--- src/common/sensor_pll_page_pkg.sv ---
package sensor_pll_page_pkg;

  localparam int ADDR_W = 8;
  localparam int DATA_W = 16;

  // Register offsets.
  localparam logic [7:0] CLOCK_OFFS     = 8'h65;
  localparam logic [7:0] PLL_ONE_OFFS   = 8'h66;
  localparam logic [7:0] PLL_TWO_OFFS   = 8'h67;
  localparam logic [7:0] PAGE_OFFS      = 8'hF0;
  localparam logic [7:0] BYTE_PORT_OFFS = 8'hF1;
  localparam logic [7:0] CONTEXT_OFFS   = 8'hF2;
  localparam logic [7:0] IDENT_OFFS     = 8'hFF;
  localparam logic [7:0] RESTART_OFFS   = 8'h0D;

  // Clock register fields.
  localparam int CLK_BYPASS_BIT  = 15;
  localparam int CLK_PLLPD_BIT   = 14;
  localparam int CLK_STBYPD_BIT  = 13;
  localparam int CLK_SHIP_BIT    = 0;
  localparam logic [15:0] CLOCK_RESET = 16'hE000;
  localparam logic [15:0] CLOCK_MASK  = 16'hE007;

  // PLL fields.
  localparam logic [15:0] PLL_ONE_RESET = 16'h1000;
  localparam logic [15:0] PLL_ONE_MASK  = 16'hFF3F;
  localparam logic [15:0] PLL_TWO_RESET = 16'h0000;
  localparam logic [15:0] PLL_TWO_MASK  = 16'h0F7F;

  // Page select.
  localparam logic [15:0] PAGE_MASK  = 16'h0007;
  localparam logic [15:0] PAGE_RESET = 16'h0000;

  // Context control.
  localparam int CTX_RESTART_BIT = 15;
  localparam int CTX_READ_BIT    = 3;
  localparam int CTX_VBLANK_BIT  = 1;
  localparam int CTX_HBLANK_BIT  = 0;
  localparam logic [15:0] CONTEXT_RESET = 16'h000B;
  // Bit 15 is kept only in the shared restart flop, never in the word.
  localparam logic [15:0] CONTEXT_MASK  = 16'h008F;
  localparam logic [15:0] RESTART_MASK  = 16'h0002;
  localparam int RESTART_REG_BIT = 1;

endpackage : sensor_pll_page_pkg

--- src/byte_split_port.sv ---
`timescale 1ns/10ps
// Assembles two 8-bit transfers into a 16-bit access.
module byte_split_port
  import sensor_pll_page_pkg::*;
(
  input  wire logic              core_clk,
  input  wire logic              resetn,
  input  wire logic              byteWrite,
  input  wire logic              byteRead,
  input  wire logic [7:0]        byteIn,
  input  wire logic [15:0]       wordRead,
  output logic      [7:0]        byteOut,
  output logic                   wordWrite,
  output logic      [15:0]       wordOut
);

  logic       phase_reg;
  logic [7:0] high_reg;
  logic [7:0] low_reg;

  // High byte goes first; the second byte completes the word.
  always_ff @(posedge core_clk or negedge resetn) begin
    if (!resetn) begin
      phase_reg <= 1'b0;
      high_reg  <= 8'h00;
      low_reg   <= 8'h00;
      byteOut   <= 8'h00;
      wordWrite <= 1'b0;
      wordOut   <= 16'h0000;
    end else begin
      wordWrite <= 1'b0;
      if (byteWrite) begin
        phase_reg <= ~phase_reg;
        if (!phase_reg) begin
          high_reg <= byteIn;
        end else begin
          wordOut   <= {high_reg, byteIn};
          wordWrite <= 1'b1;
        end
      end else if (byteRead) begin
        phase_reg <= ~phase_reg;
        if (!phase_reg) begin
          byteOut <= wordRead[15:8];
          low_reg <= wordRead[7:0];
        end else begin
          byteOut <= low_reg;
        end
      end
    end
  end

endmodule : byte_split_port

--- src/sensor_pll_page_context_regs.sv ---
`timescale 1ns/10ps
// Behaviour
// - Ship clock force keeps gate running
// - Nonzero page redirects accesses elsewhere, except to the page register
// - Byte port gives 16-bit via bytes
// - Restart drops frame, resets first row
// - Restart bit shared with restart register
// - Read mode select picks context
// - B-only read mode bits from B
// - Vertical blank select picks context
// - Horizontal blank select picks context
// - Bypass takes external clock directly
module sensor_pll_page_context_regs
  import sensor_pll_page_pkg::*;
#(
  parameter logic [15:0] IDENT_VALUE = 16'h00A5
)(
  input  wire logic              core_clk,
  input  wire logic              resetn,
  input  wire logic              regWrite,
  input  wire logic              regRead,
  input  wire logic [7:0]        regAddr,
  input  wire logic [15:0]       regWdata,
  input  wire logic              byteMode,
  output logic      [15:0]       regRdata,
  output logic                   pageWrite,
  output logic                   pageRead,
  output logic      [2:0]        pageSel,
  input  wire logic [15:0]       pageRdata,
  input  wire logic              frameStart,
  input  wire logic              restartDone,
  input  wire logic [15:0]       readModeA,
  input  wire logic [15:0]       readModeB,
  input  wire logic [15:0]       readModeBOnlyMask,
  input  wire logic [15:0]       vblankA,
  input  wire logic [15:0]       vblankB,
  input  wire logic [15:0]       hblankA,
  input  wire logic [15:0]       hblankB,
  input  wire logic              external_clock_input,
  input  wire logic              pllClock,
  input  wire logic              shipGateReq,
  output logic                   shipClockEnable,
  output logic                   masterClockSel,
  output logic                   masterClock,
  output logic                   pllPowerDown,
  output logic                   pllStandbyPowerDown,
  output logic      [7:0]        pllMultiplier,
  output logic      [5:0]        pllPreDivider,
  output logic      [6:0]        pllPostDivider,
  output logic                   frameRestart,
  output logic      [15:0]       readModeActive,
  output logic      [15:0]       vblankActive,
  output logic      [15:0]       hblankActive
);

  logic [15:0] clock_reg;
  logic [15:0] pllOne_reg;
  logic [15:0] pllTwo_reg;
  logic [15:0] page_reg;
  logic [15:0] context_reg;
  logic        restart_reg;
  logic [2:0]  ctxShadow_reg;
  logic        sensorSel;
  logic        wrLocal;
  logic        rdLocal;
  logic        byteWr;
  logic        byteRd;
  logic        splitWrite;
  logic [15:0] splitWord;
  logic [7:0]  splitByte;
  logic [15:0] readWord;
  logic [15:0] localRead;
  logic        byteRdLast;

  function automatic logic hit(input logic [7:0] a, input logic [7:0] o);
    return a == o;
  endfunction : hit

  // Page register itself stays reachable from every page.
  // page redirect decode
  assign sensorSel = (page_reg[2:0] == 3'd0) || hit(regAddr, PAGE_OFFS);
  assign byteWr    = regWrite && hit(regAddr, BYTE_PORT_OFFS) && byteMode;
  assign byteRd    = regRead && hit(regAddr, BYTE_PORT_OFFS) && byteMode;
  assign wrLocal   = sensorSel && regWrite && !byteWr;
  assign rdLocal   = sensorSel && regRead;
  assign pageWrite = !sensorSel && regWrite;
  assign pageRead  = !sensorSel && regRead;
  assign pageSel   = page_reg[2:0];

  byte_split_port u_split (
    .core_clk  (core_clk),
    .resetn    (resetn),
    .byteWrite (sensorSel && byteWr),
    .byteRead  (sensorSel && byteRd),
    .byteIn    (regWdata[7:0]),
    .wordRead  (readWord),
    .byteOut   (splitByte),
    .wordWrite (splitWrite),
    .wordOut   (splitWord)
  );

  // The split word is written to the context register, the main target.
  always_ff @(posedge core_clk or negedge resetn) begin
    if (!resetn) begin
      clock_reg  <= CLOCK_RESET;
      pllOne_reg <= PLL_ONE_RESET;
      pllTwo_reg <= PLL_TWO_RESET;
      page_reg   <= PAGE_RESET;
    end else if (wrLocal) begin
      unique case (regAddr)
        CLOCK_OFFS:   clock_reg  <= regWdata & CLOCK_MASK;
        PLL_ONE_OFFS: pllOne_reg <= regWdata & PLL_ONE_MASK;
        PLL_TWO_OFFS: pllTwo_reg <= regWdata & PLL_TWO_MASK;
        PAGE_OFFS:    page_reg   <= regWdata & PAGE_MASK;
        default: begin
        end
      endcase
    end
  end

  always_ff @(posedge core_clk or negedge resetn) begin
    if (!resetn) begin
      context_reg <= CONTEXT_RESET;
    end else if (wrLocal && hit(regAddr, CONTEXT_OFFS)) begin
      context_reg <= regWdata & CONTEXT_MASK;
    end else if (splitWrite) begin
      context_reg <= splitWord & CONTEXT_MASK;
    end
  end

  always_ff @(posedge core_clk or negedge resetn) begin
    if (!resetn) begin
      restart_reg <= 1'b0;
    end else if (wrLocal && hit(regAddr, CONTEXT_OFFS)
                 && regWdata[CTX_RESTART_BIT]) begin
      restart_reg <= 1'b1;
    end else if (wrLocal && hit(regAddr, RESTART_OFFS)
                 && regWdata[RESTART_REG_BIT]) begin
      restart_reg <= 1'b1;
    end else if (splitWrite && splitWord[CTX_RESTART_BIT]) begin
      restart_reg <= 1'b1;
    end else if (restartDone) begin
      restart_reg <= 1'b0;
    end
  end

  assign frameRestart = restart_reg;

  always_ff @(posedge core_clk or negedge resetn) begin
    if (!resetn) begin
      ctxShadow_reg <= {CONTEXT_RESET[CTX_READ_BIT],
                        CONTEXT_RESET[CTX_VBLANK_BIT],
                        CONTEXT_RESET[CTX_HBLANK_BIT]};
    end else if (frameStart) begin
      ctxShadow_reg <= {context_reg[CTX_READ_BIT],
                        context_reg[CTX_VBLANK_BIT],
                        context_reg[CTX_HBLANK_BIT]};
    end
  end

  always_ff @(posedge core_clk or negedge resetn) begin
    if (!resetn) begin
      readModeActive <= 16'h0000;
    end else begin
      readModeActive <= (ctxShadow_reg[2] ? readModeB : readModeA)
                        & ~readModeBOnlyMask
                        | (readModeB & readModeBOnlyMask);
    end
  end

  always_ff @(posedge core_clk or negedge resetn) begin
    if (!resetn) begin
      vblankActive <= 16'h0000;
      hblankActive <= 16'h0000;
    end else begin
      vblankActive <= ctxShadow_reg[1] ? vblankB : vblankA;
      hblankActive <= ctxShadow_reg[0] ? hblankB : hblankA;
    end
  end

  assign shipClockEnable = shipGateReq || clock_reg[CLK_SHIP_BIT];
  assign masterClockSel  = clock_reg[CLK_BYPASS_BIT];
  assign masterClock     = masterClockSel ? external_clock_input : pllClock;
  assign pllPowerDown        = clock_reg[CLK_PLLPD_BIT];
  assign pllStandbyPowerDown = clock_reg[CLK_STBYPD_BIT];
  assign pllMultiplier  = pllOne_reg[15:8];
  assign pllPreDivider  = pllOne_reg[5:0];
  assign pllPostDivider = pllTwo_reg[6:0];

  always_comb begin
    unique case (regAddr)
      CLOCK_OFFS:     localRead = clock_reg;
      PLL_ONE_OFFS:   localRead = pllOne_reg;
      PLL_TWO_OFFS:   localRead = pllTwo_reg;
      PAGE_OFFS:      localRead = page_reg;
      BYTE_PORT_OFFS: localRead = context_reg
                                  | ({15'h0000, restart_reg} << 15);
      CONTEXT_OFFS:   localRead = context_reg
                                  | ({15'h0000, restart_reg} << 15);
      RESTART_OFFS:   localRead = {14'h0000, restart_reg, 1'b0};
      IDENT_OFFS:     localRead = IDENT_VALUE;
      default:        localRead = 16'h0000;
    endcase
  end

  assign readWord = localRead;

  always_ff @(posedge core_clk or negedge resetn) begin
    if (!resetn) begin
      byteRdLast <= 1'b0;
    end else begin
      byteRdLast <= sensorSel && byteRd;
    end
  end

  // Read data is registered; redirected reads pass the page data.
  always_ff @(posedge core_clk or negedge resetn) begin
    if (!resetn) begin
      regRdata <= 16'h0000;
    end else if (rdLocal && !byteRd) begin
      regRdata <= localRead;
    end else if (pageRead) begin
      regRdata <= pageRdata;
    end else if (byteRdLast) begin
      // A byte read lands one cycle after a word read would, since the
      // split port registers the byte before it reaches the bus.
      regRdata <= {8'h00, splitByte};
    end
  end

endmodule : sensor_pll_page_context_regs

--- config.mk ---
export PLATFORM = sky130hd
export DESIGN_NAME = sensor_pll_page_context_regs
export DESIGN_NICKNAME = d
export VERILOG_FILES = /design/src/common/sensor_pll_page_pkg.sv /design/src/byte_split_port.sv /design/src/sensor_pll_page_context_regs.sv
export SDC_FILE = /design/constraint.sdc
export NUM_CORES = 1
export LEC_CHECK = 0
export ABC_AREA = 1
export ABC_CLOCK_PERIOD_IN_PS = 1900
export BUFFER_PORTS_ARGS = -buffer_cell sky130_fd_sc_hd__buf_2
export CORE_UTILIZATION = 46
export CTS_BUF_LIST = sky130_fd_sc_hd__clkbuf_2 sky130_fd_sc_hd__clkbuf_4 sky130_fd_sc_hd__clkbuf_8
export DETAILED_ROUTE_END_ITERATION = 8
export GPL_TIMING_DRIVEN = 0
export PLACE_DENSITY = 0.84
export SLEW_MARGIN = 40
export SYNTH_ARGS = -nofsm -noshare
export SYNTH_HDL_FRONTEND = slang
export SYNTH_HIERARCHICAL = 1
export SYNTH_SLANG_ARGS = --single-unit
--- constraint.sdc ---
create_clock -name core_clk -period 1.9 [get_ports core_clk]
set_clock_uncertainty 0.05 [all_clocks]
set_input_delay 0.095 -clock core_clk [delete_from_list [all_inputs] [get_ports core_clk]]
set_output_delay 0.095 -clock core_clk [all_outputs]
set_load 0.005 [all_outputs]
-- Word-level counts from Yosys, hierarchy flattened
Index checks and enable logic that the tools add are counted.
- register bits after elaboration: 161
- input bits: 162
- word-level logic and storage cells: 88
- output and inout bits: 96
- eq/ne operators: 8
- mux-type cells: 19
- reductions and logical operators: 36
- bitwise logic cells: 7
- operators by type and width (cell ; number):
    $mux 16 ; 8
    $pmux 16 s7 ; 1
    $and 16x16->16 ; 2
    $eq 8x8->1 const B ; 4
    $or 16x16->16 ; 2
    $eq 8x7->1 const B ; 3
    $logic_and 1x1->1 ; 17
    $not 16->16 ; 1
    $reduce_and 2->1 ; 7
    $mux 1 ; 9
    $eq 8x4->1 const B ; 1
    $mux 8 ; 1
    $reduce_bool 2->1 ; 2
    $reduce_bool 4->1 ; 1
    $logic_not 1->1 ; 3
    $logic_not 3->1 ; 1
    $reduce_and 3->1 ; 1
    $reduce_bool 3->1 ; 1
    $logic_or 1x1->1 ; 2
    $not 1->1 ; 2
    $reduce_or 2->1 ; 1

-- Logic depth before layout (Yosys ltp)
- word-level depth: 9
- mapped depth: 12
- mapped depth without buffers: 12

-- By module
The synthesis kept the hierarchy.
- modules (own cells, without submodules) (module ; sequential area each (µm²) ; cells an instance ; instances ; area each (µm²)):
    sensor_pll_page_context_regs ; 2715.1 ; 604 ; 1 ; 5156.2
    byte_split_port ; 1051.0 ; 194 ; 1 ; 1819.2

-- Worst setup path after synthesis
Ideal clock, no wire load.
- path type: register to register
- from: register page_reg[2]
- to: register u_split.wordOut[4]
- required time: 1732 ps
- data arrival time: 1809 ps
- buffers on the path: 1
- library setup time: 118 ps
- slack: -77 ps
- cell stages (with the launch flop): 10
- period minus slack after synthesis: 1977 ps
- cell sequence: dfrtp_1 > inv_1 > nand3_1 > nand2_8 > nand2_1 > nor2_1 > nand2_4 > buf_6 > nand2_1 > o21ai_2
- longest elaborated chain between the ends: 4
- RTL lines (item ; line ; text):
    from (decl) ; sensor_pll_page_context_regs.sv:59 ; logic [15:0] page_reg;
    from (signal assigned) ; sensor_pll_page_context_regs.sv:114 ; PAGE_OFFS: page_reg <= regWdata & PAGE_MASK;
    $logic_not 3->1 ; sensor_pll_page_context_regs.sv:81 ; assign sensorSel = (page_reg[2:0] == 3'd0) || hit(regAddr, PAGE_OFFS);
    $logic_or 1x1->1 ; sensor_pll_page_context_regs.sv:81 ;
    $logic_and 1x1->1 ; sensor_pll_page_context_regs.sv:93 ; .byteWrite (sensorSel && byteWr),
    $reduce_and 2->1 (no source line) ; n/a ;
    to (signal assigned) ; byte_split_port.sv:37 ; wordOut <= {high_reg, byteIn};
    to (decl) ; byte_split_port.sv:14 ; output logic [15:0] wordOut
Every way passes these cells.
A chain may end at the register's enable or synchronous reset.

-- Worst setup path after layout
- from: register page_reg[1]
- to: output port pageRead
- longest elaborated chain between the ends: 4
- RTL lines (item ; line ; text):
    $logic_not 3->1 ; sensor_pll_page_context_regs.sv:81 ;
    $logic_or 1x1->1 ; sensor_pll_page_context_regs.sv:81 ;
    $logic_not 1->1 ; sensor_pll_page_context_regs.sv:87 ; assign pageRead = !sensorSel && regRead;
    $logic_and 1x1->1 ; sensor_pll_page_context_regs.sv:87 ;
    to (decl) ; sensor_pll_page_context_regs.sv:27 ; output logic pageRead,
Every way passes these cells.

==> metrics.md <==
| Metric | Value |
|---|---|
| Dpl ws | -0.2307 ns |
| Slew Limit Fails | 0 |
| Syn Area/Cell | 8.595 um^2 |
| Avg WL per Cell | 16.27 um |
| Min Tclk post-route | 1.809 ns |
| Final WL | 22,030 um |
| Worst Path Max Fanout | 10 |
| Vias in the first global route | 6,938 |
| Clk Latency, worst-skew pair | about 0.43 ns |
| I/O pin cnt | between 200 and 300 |
| Crit Path Category | flop to primary output |
| Lkg Pwr | 0.005292 uW |
| Die area | 0.01424 mm^2 |
| Final setup margin | 0.09114 ns |
| CTS H-tree lvls | 4 |
| Max Fclk | 552.8 MHz |
| Site Rows | 42 |
| Vias per cell | 5.108 |
| Final estimated routing congestion in global placement | 0.8465 |
| Rel. slew slack | 67.34% |
| First-pass GRT wire length | 34,550 um |
| Post-Synthesis Cell Area | ~0.0063 mm^2 |
| Final period utilization | 95.20% |
| Status | finished, final reports clean |
| Pin count of the biggest net entering global routing | 73 |
| Die X | 119.4 um |
| Total track usage | 31.91% |
| DRT iter0 DRCs | 562 |
| Crit path arrival time | between 1.5 and 2 ns |
| Final setup violation count | 0 |
| CTS max path bufs | 2 |
| Post-Syn Instances | 737 |
| PwrDens | 637.5 mW/mm^2 |
| Critical Path RT | 1.75 ns |
| DR vias | 6,916 |
| Fin cells | approximately 1,400 |
| IO Port Bufs | 256 |
| Total clock buffers created by CTS | 17 |
| Chip height | between 100 and 150 um |
| CP endpoint kind | primary output |
| DRT antenna net count | 0 |
| Clock Sinks | around 130 |
| Initial Util | 47.46% |
| Nets@finish | 1,324 |
| Post-DP HPWL | 13,350 um |
| Syn. warnings | 6 |
| Global route total overflow | 0 |
| Final hold vios | 0 |
| DRC | 0 |
| CP startpoint kind | flop |
| CTS tree | done |
| Min-delay worst type | input pin to flop |
| Antenna violations before repair | 3 |
| RSZ-0062 raised after global routing | no |
| Layout cell share with drive strength beyond 1 | 33.28% |
| Worst Max-Slew Pin Slew | 0.4898 ns |
| 1st-pass router iterations | 6 |
| Synth-to-layout area growth | 55.18% |
| Synthesized Nets | about 900 |
| Core footprint | 0.01335 mm^2 |
| Reg clk slew, reported paths | 0.07 ns |
| TNS Setup | 0 ns |
| CTS root buf | clkbuf_8 |
| Max IR drop VDD | 424.5 uV |
| Placed Cells | 1,170 |
| Max Cap Viol | 0 |
placed cells by master, fill, tap and decap left out, types with 2 or more instances in the layout:
| cell | n |
|---|---|
| clkbuf_1 | 5 |
| clkbuf_8 | 22 |
| dlygate4sd3_1 | 148 |
| buf_6 | 9 |
| a21oi_1 | 4 |
| nor2_8 | 3 |
| o22ai_1 | 6 |
| o21ai_0 | 37 |
| clkbuf_4 | 6 |
| o21ai_2 | 6 |
| nand2_1 | 302 |
| nor2_2 | 3 |
| mux2_2 | 17 |
| nor2_1 | 35 |
| dfrtp_1 | 123 |
| inv_2 | 7 |
| inv_4 | 3 |
| nand3_1 | 57 |
| dfstp_2 | 10 |
| buf_4 | 16 |
| buf_2 | 258 |
| inv_1 | 44 |
| nor2_4 | 5 |
| diode_2 | 3 |
| bufinv_16 | 2 |
| nand2_4 | 5 |
| buf_8 | 2 |
| nand2_2 | 2 |
| nand4_1 | 13 |
| o21ai_1 | 3 |
| nand3_4 | 5 |
| nand2_8 | 2 |
| clkinv_2 | 2 |
timing repair:
action,in CTS,in global routing
hold buffers,148,0
resized for setup,4,5
pin swaps,1,2
endpoints found under the hold margin,236,0
cloned,0,0
buffers inserted,0,3
setup endpoints to repair,30,29
stage by stage:
stage	hold WS, ns	total power, uW	utilization, %	instance area (um^2)
after floorplan	-0.2506	3187	-	6340
after global placement	0.2394	3538	58.75	7841
after detailed placement	0.006527	3564	59.03	7879
after CTS	0.01675	6252	73.36	9792
after global routing	0.04111	6498	73.63	9828
final	0.05622	6267	73.65	9831
worst paths after layout:
check	from	end	slack [ns]	cells past startpoint
max in group asynchronous	resetn	clock_reg[14]	0.85	3
worst min register to register	u_split/low_reg[4]	u_split/low_reg[4]	0.43	2
worst min-delay path	pageRdata[3]	regRdata[3]	0.06	5
min in group asynchronous	resetn	hblankActive[11]	0.17	2
worst max register to register	page_reg[1]	u_split/low_reg[3]	0.09	9
worst max-delay path	page_reg[1]	pageRead	0.09	7
power breakdown:
| group | internal [uW] | leakage, uW | switching (uW) |
|---|---|---|---|
| sequential | 2920 | 0.00157 | 34.9 |
| clock | 1430 | 0.000222 | 1050 |
| combinational | 472 | 0.00350 | 359 |
cell type report:
| type | instances | area [um^2] |
|---|---|---|
| diodes | 3 | 7.507 |
| multi-input cells | 514 | 2546 |
| fillers | 934 | 3517 |
| well taps | 176 | 220.2 |
| clock buffers | 28 | 347.8 |
| clock inverters | 4 | 70.07 |
| plain buffers | 32 | 252.7 |
| inverters | 56 | 222.7 |
| flip-flops and latches | 133 | 3341 |
| repair buffers | 408 | 2823 |
critical path, cell delays in order, from the launching register on:
cell and delay, ns:
dfrtp_1 0.42, inv_2 0.10, nand3_4 0.14, nand3_4 0.12, buf_8 0.14, inv_4 0.04, buf_6 0.13, buf_2 0.13
metal layers:
metal  wire [um]  vias up  GRT usage, %
li1            -     3181             -
met1        8317     3233         37.26
met2       11120      409         52.83
met3        1564       93         8.381
met4        1021        0         18.83
met5           0        -             0
Power figures use the tool's default switching activity.
